`config.mk`:
```
export PLATFORM = sky130hd
export DESIGN_NAME = spc_core
export DESIGN_NICKNAME = d
export VERILOG_FILES = /design/src/spc_pkg.sv /design/src/spc_exc_if.sv /design/src/spc_exc.sv /design/src/spc_core.sv
export VERILOG_INCLUDE_DIRS = /design/src /design/src/src
export SDC_FILE = /design/constraint.sdc
export NUM_CORES = 2
export LEC_CHECK = 0
export ABC_AREA = 1
export BUFFER_PORTS_ARGS = -buffer_cell sky130_fd_sc_hd__buf_2
export CAP_MARGIN = 10
export CELL_PAD_IN_SITES_DETAIL_PLACEMENT = 0
export CELL_PAD_IN_SITES_GLOBAL_PLACEMENT = 1
export CORE_MARGIN = 1
export CORE_UTILIZATION = 50
export DETAILED_ROUTE_END_ITERATION = 7
export PLACE_DENSITY = 0.83
export SETUP_SLACK_MARGIN = 0.05
export SYNTH_ARGS = -nofsm -noshare
export SYNTH_HDL_FRONTEND = slang
export SYNTH_SLANG_ARGS = --single-unit
export TNS_END_PERCENT = 20
```
`constraint.sdc`:
```
create_clock -name pclk -period 5.4 [get_ports pclk]
set_input_delay 0.54 -clock pclk [delete_from_list [all_inputs] [get_ports pclk]]
set_output_delay 0.54 -clock pclk [all_outputs]
set_load 0.01 [all_outputs]
```
`src/spc_regs.svh`:
```
// register offsets, field positions, reset values and timing counts
// assumes an apb slave with byte addresses and one 32-bit word per register
`ifndef SPC_REGS_SVH
`define SPC_REGS_SVH

// ==========================================================
// register map
`define SPC_OFF_CTRL    8'h00
`define SPC_OFF_PCTL    8'h04
`define SPC_OFF_PCNTA   8'h08
`define SPC_OFF_PCNTB   8'h0C
`define SPC_OFF_BKPT    8'h10
`define SPC_OFF_STAT    8'h14
`define SPC_CTRL_SE     0
`define SPC_CTRL_BE     1
`define SPC_CTRL_EE     2
`define SPC_PCTL_CNT    2
`define SPC_BKPT_EN     30
`define SPC_RESET_PC    30'h0000_0000

// ==========================================================
// exception vectors and unit latencies
`define SPC_VEC_PROG    16'h0700
`define SPC_VEC_TRACE   16'h0D00
`define SPC_VEC_FPAST   16'h0E00
`define SPC_VEC_PERF    16'h0F00
`define SPC_VEC_BKPT    16'h1300
`define SPC_VEC_SMI     16'h1400
`define SPC_MUL_STAGES  3
`define SPC_FP_STAGES   3
`define SPC_ROB_DEPTH   8
`define SPC_NUM_UNITS   6

`endif

```
`src/spc_pkg.sv`:
```
// types shared by the pipeline control core and its exception recogniser
// assumes spc_regs.svh is on the include path
package spc_pkg;
  `include "spc_regs.svh"

  typedef enum logic [2:0] {
    K_ALU  = 3'h0, K_MUL = 3'h1, K_DIV = 3'h2, K_SPR = 3'h3,
    K_FP   = 3'h4, K_FDIV = 3'h5, K_BR = 3'h6, K_RFI = 3'h7
  } spc_kind_type;

  typedef enum logic [1:0] {CS_RUN = 2'b01, CS_RDR = 2'b10} spc_cs_type;

  typedef struct packed {
    logic         v;
    logic         dw;
    spc_kind_type kind;
    logic [29:0]  pc;
  } spc_ins_type;

  typedef struct packed {
    logic         v;
    logic         done;
    logic         exc;
    logic         mis;
    logic         dw;
    spc_kind_type kind;
    logic [29:0]  pc;
    logic [29:0]  tgt;
  } spc_rob_type;

  typedef struct packed {
    logic s1;
    logic s2;
    logic pend;
  } spc_exc_st_type;

  typedef struct packed {
    spc_cs_type   cs;
    logic [2:0]   ctrl;
    logic [2:0]   pctl;
    logic [31:0]  cnta;
    logic [31:0]  cntb;
    logic [1:0]   pmsb;
    logic [30:0]  bkpt;
    logic [15:0]  lvec;
    logic [29:0]  fpc;
    spc_ins_type  f;
    spc_ins_type  d;
    spc_ins_type  s;
    spc_rob_type [`SPC_ROB_DEPTH-1:0] reorder_buffer;
    logic [2:0]   hd;
    logic [2:0]   tl;
    logic [3:0]   cnt;
    logic         bmul;
    logic         bfd;
    logic [2:0]   dtag;
    logic [2:0]   ftag;
    logic         wbp;
    logic [2:0]   wbt;
    logic [31:0]  rdata;
    logic         rdy;
    logic         err;
    logic         icr;
    logic         iss_v;
    logic [2:0]   iss_tag;
    spc_kind_type iss_kind;
    logic         cmp_v;
    logic [2:0]   cmp_tag;
    logic         cmp_upd;
    logic         wb_v;
    logic [2:0]   wb_tag;
    logic         flush;
    logic         exc_v;
    logic [15:0]  exc_vec;
  } spc_core_st_type;
endpackage

```
`src/spc_exc_if.sv`:
```
// completion-head view handed to the exception recogniser, and its verdict
// assumes both ends run on pclk
`timescale 1ns/10ps
`default_nettype none
interface spc_exc_if;
  import spc_pkg::*;
  logic         hv;       // head entry valid
  logic         hdone;    // head finished execution
  logic         hexc;     // head carries unit exception
  spc_kind_type hkind;    // head class
  logic [29:0]  hpc;      // head word address
  logic         se;       // single_step_trace_enable
  logic         be;       // branch_trace_enable
  logic         ee;       // external_interrupt_enable
  logic         bk_en;    // breakpoint enable
  logic [29:0]  bk_addr;  // instruction_breakpoint_address
  logic [1:0]   neg;      // counter went negative, one cycle
  logic [1:0]   pen;      // perf_monitor_control enables
  logic         arm;      // completion may act this cycle
  logic         pre;      // take exception before completing head
  logic         trc;      // take trace after completing head
  logic [15:0]  vec;      // chosen vector
  logic         pend;     // perf condition held
  modport core (output hv, hdone, hexc, hkind, hpc, se, be, ee, bk_en, bk_addr, neg, pen, arm,
                input pre, trc, vec, pend);
  modport exc  (input hv, hdone, hexc, hkind, hpc, se, be, ee, bk_en, bk_addr, neg, pen, arm,
                output pre, trc, vec, pend);
endinterface
`default_nettype wire

```
`src/spc_exc.sv`:
```
// exception recogniser: picks the vector for the instruction at completion
// assumes the smi pin is asynchronous and the core acts on pre/trc in the same cycle
`timescale 1ns/10ps
`default_nettype none
`include "spc_regs.svh"
module spc_exc (
  input wire logic pclk,     // processor clock
  input wire logic presetn,  // async reset, active low
  input wire logic pclk_en,  // freezes state when low
  input wire logic smi_n,    // system management pin, active low
  spc_exc_if.exc   x         // head view and verdict
);
  import spc_pkg::*;
  spc_exc_st_type q;
  spc_exc_st_type n;
  logic           system_management_interrupt_input;
  logic           perf;
  logic           hit;

  // ==========================================================
  // recognition
  // asynchronous causes beat the breakpoint, which beats unit exceptions
  always_comb begin
    n      = q;
    n.s1   = ~smi_n;
    n.s2   = q.s1;
    system_management_interrupt_input    = x.ee & q.s2;
    perf   = x.ee & q.pend;
    hit    = x.hv & x.bk_en & (x.hpc == x.bk_addr);
    x.pre  = x.arm & (system_management_interrupt_input | perf | hit | (x.hv & x.hdone & x.hexc));
    x.trc  = x.arm & ~x.pre & x.hv & x.hdone &
             ((x.se & (x.hkind != K_RFI)) | (x.be & (x.hkind == K_BR)));
    // only listed vectors appear; assist and reserved slots never do
    if (system_management_interrupt_input)
      x.vec = `SPC_VEC_SMI;
    else if (perf)
      x.vec = `SPC_VEC_PERF;
    else if (hit)
      x.vec = `SPC_VEC_BKPT;
    else if (x.pre)
      x.vec = `SPC_VEC_PROG;
    else
      x.vec = `SPC_VEC_TRACE;
    // a new negative crossing wins over the clear by the take
    n.pend = (q.pend & ~(x.pre & ~system_management_interrupt_input & perf)) | (|(x.neg & x.pen));
    x.pend = q.pend;
  end

  always_ff @(posedge pclk or negedge presetn) begin
    if (!presetn)
      q <= '0;
    else if (pclk_en)
      q <= n;
  end
endmodule
`default_nettype wire

```
`src/spc_core.sv`:
```
// superscalar pipeline control: fetch, decode, dispatch, reorder, completion
// assumes icache and execution units are logic on pclk; smi_n is an async pin
//
// The APB slave port and the address map were chosen for this implementation.
`timescale 1ns/10ps
`default_nettype none
`include "spc_regs.svh"
module spc_core (
  input  wire logic                  pclk,        // processor clock, 125 MHz
  input  wire logic                  presetn,     // async reset, active low
  input  wire logic                  pclk_en,     // freezes all state when low
  input  wire logic                  psel,        // apb select
  input  wire logic                  penable,     // apb access phase
  input  wire logic                  pwrite,      // apb write
  input  wire logic [7:0]            paddr,       // apb byte address
  input  wire logic [31:0]           pwdata,      // apb write data
  output logic      [31:0]           prdata,      // apb read data
  output logic                       pready,      // apb ready
  output logic                       pslverr,     // apb unmapped address
  input  wire logic                  smi_n,       // system management pin, low active
  input  wire logic                  ic_valid,    // icache word valid
  input  wire spc_pkg::spc_kind_type ic_kind,     // class of fetched word
  input  wire logic                  ic_direct,   // result bypasses rename
  output logic                       ic_ready,    // decode queue has room
  output logic      [29:0]           fetch_addr,  // next fetch word address
  output logic                       iss_valid,   // issue to a unit, pulse
  output logic      [2:0]            iss_tag,     // reorder tag of issue
  output spc_pkg::spc_kind_type      iss_kind,    // unit class of issue
  input  wire logic                  fin_valid,   // unit finished, pulse
  input  wire logic [2:0]            fin_tag,     // tag of finished entry
  input  wire logic                  fin_exc,     // unit saw an exception
  input  wire logic                  fin_mis,     // branch was mispredicted
  input  wire logic [29:0]           fin_tgt,     // correct branch path
  output logic                       cmp_valid,   // instruction completed
  output logic      [2:0]            cmp_tag,     // tag completed
  output logic                       cmp_upd,     // flags/count/return update
  output logic                       wb_valid,    // rename to arch write
  output logic      [2:0]            wb_tag,      // tag written back
  output logic                       flush,       // cancel all in flight
  output logic                       exc_valid,   // exception taken, pulse
  output logic      [15:0]           exc_vec      // vector offset taken
);
  import spc_pkg::*;
  spc_core_st_type q;
  spc_core_st_type n;
  spc_exc_if       x ();
  spc_rob_type     hd;
  logic            wr;
  logic            unit_ok;
  logic            issue;
  logic            dmove;
  logic            fmove;
  logic            accept;
  logic            cmpl;
  logic            redir;
  logic            take;

  spc_exc u_exc (
    .pclk    (pclk),
    .presetn (presetn),
    .pclk_en (pclk_en),
    .smi_n   (smi_n),
    .x       (x)
  );

  // ==========================================================
  // head view for the recogniser
  assign hd        = q.reorder_buffer[q.hd];
  assign x.hv      = hd.v;
  assign x.hdone   = hd.done;
  assign x.hexc    = hd.exc;
  assign x.hkind   = hd.kind;
  assign x.hpc     = hd.pc;
  assign x.se      = q.ctrl[`SPC_CTRL_SE];
  assign x.be      = q.ctrl[`SPC_CTRL_BE];
  assign x.ee      = q.ctrl[`SPC_CTRL_EE];
  assign x.bk_en   = q.bkpt[`SPC_BKPT_EN];
  assign x.bk_addr = q.bkpt[29:0];
  assign x.pen     = q.pctl[1:0];
  assign x.arm     = (q.cs == CS_RUN);
  // crossings seen one cycle late, so the take path never loops back
  assign x.neg     = {q.cntb[31], q.cnta[31]} & ~q.pmsb;

  // ==========================================================
  // next state
  always_comb begin
    n         = q;
    n.iss_v   = 1'b0;
    n.cmp_v   = 1'b0;
    n.cmp_upd = 1'b0;
    n.wb_v    = 1'b0;
    n.flush   = 1'b0;
    n.exc_v   = 1'b0;
    n.cs      = CS_RUN;
    n.pmsb    = {q.cntb[31], q.cnta[31]};

    // apb: answer one cycle after setup so read data is a flop
    n.rdy     = psel & ~penable;
    n.err     = 1'b0;
    n.rdata   = 32'h0000_0000;
    if (psel & ~penable) begin
      case (paddr)
        `SPC_OFF_CTRL:  n.rdata = {29'h0, q.ctrl};
        `SPC_OFF_PCTL:  n.rdata = {29'h0, q.pctl};
        `SPC_OFF_PCNTA: n.rdata = q.cnta;
        `SPC_OFF_PCNTB: n.rdata = q.cntb;
        `SPC_OFF_BKPT:  n.rdata = {1'b0, q.bkpt};
        `SPC_OFF_STAT:  n.rdata = {11'h0, x.pend, q.cnt, q.lvec};
        default:        n.err   = 1'b1;
      endcase
    end
    wr = psel & penable & q.rdy & pwrite & ~q.err;

    // unit finish: mark done, record exception and branch path
    if (fin_valid && q.reorder_buffer[fin_tag].v && !q.reorder_buffer[fin_tag].done) begin
      n.reorder_buffer[fin_tag].done = 1'b1;
      n.reorder_buffer[fin_tag].exc  = fin_exc;
      n.reorder_buffer[fin_tag].mis  = fin_mis;
      n.reorder_buffer[fin_tag].tgt  = fin_tgt;
    end
    // an iterating divide frees its unit when it reports back or on a flush
    if (fin_valid && fin_tag == q.dtag)
      n.bmul = 1'b0;
    if (fin_valid && fin_tag == q.ftag)
      n.bfd = 1'b0;

    // completion: oldest entry only, so exceptions stay precise
    take  = x.pre | x.trc;
    cmpl  = x.arm & hd.v & hd.done & ~x.pre;
    redir = cmpl & hd.mis & ~x.trc;
    n.wb_v   = q.wbp;
    n.wb_tag = q.wbt;
    n.wbp    = 1'b0;
    if (cmpl) begin
      n.reorder_buffer[q.hd].v = 1'b0;
      n.hd          = q.hd + 3'h1;
      n.cmp_v       = 1'b1;
      n.cmp_tag     = q.hd;
      n.cmp_upd     = (hd.kind == K_BR) | (hd.kind == K_SPR);
      // special results go at completion, direct ones get no writeback, the rest a cycle later
      n.wbp         = ~hd.dw & ~n.cmp_upd;
      n.wbt         = q.hd;
    end

    // dispatch: multiplier blocked only by a divide, spr ops never
    case (q.s.kind)
      K_MUL, K_DIV: unit_ok = ~q.bmul;
      K_FP, K_FDIV: unit_ok = ~q.bfd;
      default:      unit_ok = 1'b1;
    endcase
    issue = x.arm & q.s.v & unit_ok & (q.cnt != 4'(`SPC_ROB_DEPTH));
    if (issue) begin
      n.reorder_buffer[q.tl] = '{v: 1'b1, done: 1'b0, exc: 1'b0, mis: 1'b0, dw: q.s.dw,
                      kind: q.s.kind, pc: q.s.pc, tgt: 30'h0};
      n.tl        = q.tl + 3'h1;
      n.iss_v     = 1'b1;
      n.iss_tag   = q.tl;
      n.iss_kind  = q.s.kind;
      if (q.s.kind == K_DIV) begin
        n.bmul = 1'b1;
        n.dtag = q.tl;
      end
      if (q.s.kind == K_FDIV) begin
        n.bfd  = 1'b1;
        n.ftag = q.tl;
      end
    end
    n.cnt = q.cnt + {3'h0, issue} - {3'h0, cmpl};

    // stage advance: each slot moves when the one ahead frees
    dmove = q.d.v & (~q.s.v | issue);
    fmove = q.f.v & (~q.d.v | dmove);
    if (issue)
      n.s.v = 1'b0;
    if (dmove)
      n.s = q.d;
    if (dmove)
      n.d.v = 1'b0;
    if (fmove)
      n.d = q.f;
    if (fmove)
      n.f.v = 1'b0;
    // fetch: fill the decode queue and step the fetch address
    accept = ic_valid & q.icr;
    if (accept) begin
      n.f   = '{v: 1'b1, dw: ic_direct, kind: ic_kind, pc: q.fpc};
      n.fpc = q.fpc + 30'h1;
    end

    // perf counters: a counts completions, b counts issues
    if (q.pctl[`SPC_PCTL_CNT]) begin
      n.cnta = q.cnta + {31'h0, cmpl};
      n.cntb = q.cntb + {31'h0, issue};
    end

    // software writes win over counting; status is read-only
    if (wr) begin
      case (paddr)
        `SPC_OFF_CTRL:  n.ctrl = pwdata[2:0];
        `SPC_OFF_PCTL:  n.pctl = pwdata[2:0];
        `SPC_OFF_PCNTA: n.cnta = pwdata;
        `SPC_OFF_PCNTB: n.cntb = pwdata;
        `SPC_OFF_BKPT:  n.bkpt = pwdata[30:0];
        default:        n.lvec = q.lvec;
      endcase
    end

    // flush: everything younger is gone and fetch restarts
    if (take | redir) begin
      n.f.v   = 1'b0;
      n.d.v   = 1'b0;
      n.s.v   = 1'b0;
      n.reorder_buffer   = '0;
      n.hd    = 3'h0;
      n.tl    = 3'h0;
      n.cnt   = 4'h0;
      n.bmul  = 1'b0;
      n.bfd   = 1'b0;
      n.iss_v = 1'b0;
      n.flush = 1'b1;
      n.cs    = CS_RDR;
      n.fpc   = take ? {16'h0, x.vec[15:2]} : hd.tgt;
    end
    // taking masks further async causes; hardware beats a same-cycle write
    if (take) begin
      n.exc_v               = 1'b1;
      n.exc_vec             = x.vec;
      n.lvec                = x.vec;
      n.ctrl[`SPC_CTRL_EE]  = 1'b0;
    end
    n.icr = ~n.f.v;
  end

  // ==========================================================
  // state register
  always_ff @(posedge pclk or negedge presetn) begin
    if (!presetn) begin
      q     <= '0;
      q.cs  <= CS_RUN;
      q.fpc <= `SPC_RESET_PC;
    end else if (pclk_en) begin
      q <= n;
    end
  end

  // ==========================================================
  // outputs, all straight from the state register
  assign prdata     = q.rdata;
  assign pready     = q.rdy;
  assign pslverr    = q.err;
  assign ic_ready   = q.icr;
  assign fetch_addr = q.fpc;
  assign iss_valid  = q.iss_v;
  assign iss_tag    = q.iss_tag;
  assign iss_kind   = q.iss_kind;
  assign cmp_valid  = q.cmp_v;
  assign cmp_tag    = q.cmp_tag;
  assign cmp_upd    = q.cmp_upd;
  assign wb_valid   = q.wb_v;
  assign wb_tag     = q.wb_tag;
  assign flush      = q.flush;
  assign exc_valid  = q.exc_v;
  assign exc_vec    = q.exc_vec;
endmodule
`default_nettype wire

```
# Yosys cells after proc, flatten, opt, wreduce, memory -nomap -nowiden
# Cells that the tools add are included.
# Widths: inputs -> output; s select.
[op_classes]
addsub = 7
n_lt_le_gt_ge = 6
eq_ne = 17
muxes = 68
bitwise = 60
reduce_logical = 37
[ops]
columns = ["op", "count"]
rows = [
  ["$bwmux 544", 6],
  ["$demux 68 s3", 6],
  ["$mux 544", 2],
  ["$mux 556", 1],
  ["$mux 547", 1],
  ["$bmux 68 s3", 2],
  ["$mux 68", 4],
  ["$pmux 32 s6", 1],
  ["$mux 65", 2],
  ["$mux 32", 3],
  ["$mux 35", 2],
  ["$mux 70", 1],
  ["$mux 67", 1],
  ["$mux 66", 1],
  ["$add 32x1->32", 2],
  ["$mux 16", 4],
  ["$mux 64", 1],
  ["$mux 30", 2],
  ["$and 1x1->1", 33],
  ["$mux 31", 1],
  ["$add 30x1->30 const B", 1],
  ["$eq 30x30->1", 1],
  ["$reduce_and 2->1", 11],
  ["$reduce_and 3->1", 6],
  ["36 further kinds", 100],
]
[word_totals]
register_bits = 891

# Logic depth before layout (Yosys ltp)
[logic_depth]
depth_word = 17
ltp_mapped = 30
ltp_nobuf = 27

# Hierarchy
# Synthesis repeated with hierarchy kept, for this count alone.
[unflattened]
hier_cells = 7426
area_unflattened_um2 = 51164.1
[by_module_without_submodules]
columns = ["module", "instances", "cells_per_inst", "area_per_inst_um2", "seq_area_each_um2"]
rows = [
  ["spc_core", 1, 7214, 50181.9, 21797.2],
  ["spc_exc", 1, 212, 982.2, 75.1],
]

# Worst setup path after synthesis
# No wires, ideal clock.
[synth_path]
kind = "reg2reg"
start = "register q[88] (netlist name)"
end = "register q[861] (netlist name)"
arrival_ns = 3.442
required_time_ns = 5.282
slack_ns = 1.840
path_stages_with_launch = 29
path_buffers = 3
period_less_slack_ns = 3.560
cell_sequence = "dfrtp_1 inv_2 buf_2 buf_2 nand2_1 nand3_1 nand2_1 nor2_1 nor2_1 nor2_1 nand2_1 nor2_1 nand2_1 nor2_1 nand2_2 nand3_4 clkbuf_1 inv_1 ha_1 ha_1 nand3_1 nor2_1 nand2_1 nor2_1 xor2_1 o21ai_0 a21oi_1 a21oi_1 inv_1"
[synth_between]
elab_chain_cells = 13
word_cells_on_any_way = 18
classes_between = "1 x add/sub; 1 x eq/ne; 5 x mux; 11 x bitwise"
[synth_rtl]
columns = ["item", "line_no", "text"]
rows = [
  ["start: declaration", "spc_core.sv:44", "spc_core_st_type q;"],
  ["start signal: assignment", "spc_core.sv:242", "q <= n;"],
  ["$bmux 68 s3 (*)", "spc_core.sv:68", "assign hd = q.reorder_buffer[q.hd];"],
  ["$mux 68 (not written as such) (*)", "spc_core.sv:68", ""],
  ["$eq 30x30->1 / $and 1x1->1 (equally long branches)", "spc_exc.sv:29", "hit = x.hv & x.bk_en & (x.hpc == x.bk_addr);"],
  ["$and 1x1->1", "spc_exc.sv:29", ""],
  ["$or 1x1->1 (2 in series)", "spc_exc.sv:30", "x.pre = x.arm & (system_management_interrupt_input | perf | hit | (x.hv & x.hdone & x.hexc));"],
  ["$and 1x1->1", "spc_exc.sv:30", ""],
  ["$not 1->1", "spc_core.sv:129", "cmpl = x.arm & hd.v & hd.done & ~x.pre;"],
  ["$and 1x1->1 (*)", "spc_core.sv:129", ""],
  ["named net cmpl", "spc_core.sv:54", "logic cmpl;"],
  ["$add 32x1->32 (*)", "spc_core.sv:192", "n.cnta = q.cnta + {31'h0, cmpl};"],
  ["$mux 64 (*)", "spc_core.sv:191", "if (q.pctl[`SPC_PCTL_CNT]) begin"],
  ["$mux 32", "spc_core.sv:198", "case (paddr)"],
  ["$mux 70 (*)", "spc_core.sv:197", "if (wr) begin"],
]
# Mark *: on every way through the listed nets, which the timed path passes. The rest lies on a longest branch. The select of a mux whose other input is x is not followed.
# A chain may end at the register's enable or synchronous reset.

# Final worst setup path
[layout_path]
start = "register q[88] (netlist name)"
end = "register q[878] (netlist name)"
# Same word-level chain as after synthesis.

==> summary.txt <==
Place
  – # port buffers: 175
  – Placed cell area: 47200 sq um
  – Dpl cells: 6944
  – Post-DP HPWL: 103 mm
  – Routability cong.: 0.953

Timing
  – TNS Setup: 0 ns
  – Final min period: 4.84 ns
  – Worst slew margin: 0.258
  – WHS: -0.00911 ns
  – Hold Fails Final Rpt: 17
  – FMAX: roughly 210 MHz
  – Final period util: 0.895
  – Least-Margin Pin Slew: 1.11 ns
  – Final slew viol count: 0
  – Worst clock skew: slightly above 0.03 ns
  – Setup violations, final: 0
  – RSZ-0062 raised after global routing: no

Power and ir drop
  – Switching part of the total: 0.413
  – Gate power share: 0.392
  – Worst VDD drop: 351 uV
  – Clock power share: 0.253
  – Internal power: 0.0168 W
  – Leak Pwr: 23.9 nW
  – Sequential share of power: 0.354
  – NetSw: ~0.012 W
  – Pwr dens: ~570 nW/um^2

Worst setup path
  – Crit Path Class: reg2reg
  – CP Capture Type: flop
  – Reg2Reg Depth: 25
  – Reg-to-reg slack, setup: 0.56 ns
  – Critical R2R Launch: q[88]
  – Critical R2R Capture: q[878]
  – CP max FO: 21
  – Req. time, crit path: 5.90 ns
  – Worst Setup EP: q[878]
  – Critical path origin: q[88]
  – Arr. time, crit path: approximately 5.3 ns
  – Crit path launch type: flop

Synth
  – Ys async rst share: 1.00
  – Yosys reg bits: 863
  – EDFF count, synth: 0
  – Mean post-synth cell area: 7.72 sq um
  – Post-synthesis cell type count: 52
  – Top-area cell type share of the netlist area: 0.467
  – Synth top cells by count: nand2_1, dfrtp_1, inv_1
  – Top post-synthesis cells by area: dfrtp_1, nand2_1, o21ai_0
  – Post-Synthesis Cells: 5978
  – Sequential share of the synthesized area: 0.468
  – Post-synth top area cell: dfrtp_1
  – Synth Flop Type: dfrtp_1
  – Ys Warns: 0
  – Mapped Area: around 46000 sq um
  – Top-count cell post-synth: nand2_1

Layout
  – Fin cells: 7128
  – Cell area after layout: between 50000 and 60000 sq um
  – Synth-to-Final Area Change: 9.93%
  – Share of post-route cells with drive strength above 1: 0.0882
  – # nets final: 5959
  – Fin util: 0.554

GRT
  – Initial antenna violation count: 10
  – Gr ovfl total: 0
  – Vias in the first global route: ~40000
  – Global Route Usage Sum: 0.347
  – Pin count of the biggest net entering global routing: roughly 150
  – First-pass GRT wire length: ~250 mm

Clock tree
  – Postcts setup bufs: 0
  – Deepest clock path buffer count: 3
  – CTS Buf Count: 97
  – Clock insertion delay at the later pin of the skew report: 0.68 ns
  – Cts hold-fix bufs: 0
  – CTS tree: done
  – H-tree level count: 3
  – Clock-pin slew on the worst setup and hold paths: approximately 0.06 ns
  – Root Buffer: clkbuf_16
  – Clock sink count: ~860

Die
  – Die Ht: 306 um
  – Initial core utilization: 0.504
  – Die X: 306 um
  – # rows: 111
  – Num ports: 187
  – Die area: 93500 sq um
  – Core area: 91500 sq um

Routing
  – Final WL: 164 mm
  – Pre-antenna DRT Iters: 8
  – Post-detailed-route wirelength per cell: between 20 and 25 um
  – Final ANT Viol Nets: 0
  – DR vias/cell: 5.94
  – Residual DRC: 0
  – Initial DRC Count: between 4000 and 5000
  – Via Count: roughly 42000

Status
  – Status: finished with violations
  – Failing checks: negative hold slack

Hold path
  – Hold crit path type: in2async

Job
  – Maximum capacitance violations: 0
cell usage in the layout (no fill, tap or decap), types with 78 or more instances in the layout:
cell type,Yosys,layout
o21ai_1,80,80
clkbuf_16,0,101
nand2_1,1008,1000
nand3_1,506,502
o211ai_1,151,151
dfrtp_1,862,861
o22ai_1,344,344
inv_1,763,759
buf_2,101,173
o21ai_0,693,693
a21oi_1,365,365
nor2_1,348,344
buf_4,117,78
worst min path at each step:
stage,start,depth (start not counted),to,slack [ns]
2_1_floorplan,presetn,0,cmp_tag[0],0.24
3_3_place_gp,wb_tag[2],2,wb_tag[2],0.45
3_5_place_dp,wb_valid,2,wb_valid,0.45
4_1_cts,presetn,1,q[198],0.005
5_1_grt,smi_n,2,u_exc.n[1],0.03
6_report,presetn,1,q[198],-0.009
final cells by class:
class | count | area (sq um)
well taps | 1186 | 1480
diodes | 3 | 7.51
inverters | 782 | 2950
multi-input cells | 3840 | 19300
clock buffers | 137 | 2890
flip-flops and latches | 863 | 21600
fillers | 8751 | 40800
clock inverters | 43 | 624
repair buffers | 274 | 1910
stage by stage:
| step | setup WS [ns] | total power [W] | hold WS, ns |
|---|---|---|---|
| floorplan | 1.84 | 0.0176 | 0.244 |
| global placement | 0.610 | 0.0211 | 0.450 |
| detailed placement | 0.475 | 0.0213 | 0.455 |
| CTS | 0.476 | 0.0286 | 0.00505 |
| global route | 0.0750 | 0.0306 | 0.0347 |
| finish | 0.564 | 0.0287 | -0.00911 |
power groups by stage:
stage	clock network, W	logic, W	registers [W]
after global routing	0.00761	0.0126	0.0104
final	0.00727	0.0113	0.0102
after detailed placement	0	0.0111	0.0102
after global placement	0	0.0109	0.0102
after floorplan	0	0.00791	0.00972
after CTS	0.00735	0.0112	0.0101
registers in the layout (all words and copies together) (netlist names):
signal,cells
cmp_tag,3
cmp_upd,1
cmp_valid,1
exc_valid,1
fetch_addr,30
ic_ready,1
iss_kind,3
iss_tag,3
iss_valid,1
n,3
prdata,32
pready,1
pslverr,1
q,775
u_exc.n,1
u_exc.q,1
u_exc.x.pend,1
wb_tag,3
wb_valid,1
layer usage:
layer,vias up,GRT usage,wire length (um)
li1,19740,-,-
met1,20605,0.468,68600
met2,1624,0.549,75500
met3,371,0.0520,10700
met4,14,0.168,8840
met5,-,0,91
what timing repair did:
item,CTS,global route
setup endpoints to repair,0,1
gates resized for setup,0,5
hold endpoints to repair,0,0
critical path, stage by stage, from the launching register on:
cell      delay (ns)
dfrtp_4         0.64
buf_4           0.27
or2_2           0.32
nand3_1         0.07
nand2_1         0.19
o21ai_0         0.22
nand2_1         0.15
nand2_1         0.09
nor2_1          0.04
nand2_1         0.06
nor2_1          0.07
nand2_2         0.17
nand3_4         0.24
inv_1           0.30
ha_1            0.25
inv_1           0.07
nor3_1          0.26
nand4_1         0.17
nor2_1          0.20
nand2_1         0.13
nor2_1          0.15
nand3_1         0.11
xor2_1          0.17
nand2_1         0.07
o211ai_1        0.09
o21ai_0         0.13
kinds of logic (layout without fill, tap and decap cells):
family / Yosys count / after routing / synth area share
adder cells (fa/ha/maj): 13 / 13 / 0.00369
flip-flops: 863 / 863 / 0.468
multiplexers: 14 / 14 / 0.00331
AO/OA/AOI/OAI: 1710 / 1710 / 0.209
other: 1 / 14 / 0.0000813
XOR/XNOR: 63 / 63 / 0.0120
AND/OR/NAND/NOR: 2029 / 2029 / 0.187
buffers and inverters: 1285 / 1236 / 0.117
(Power assumes the default switching activity.)
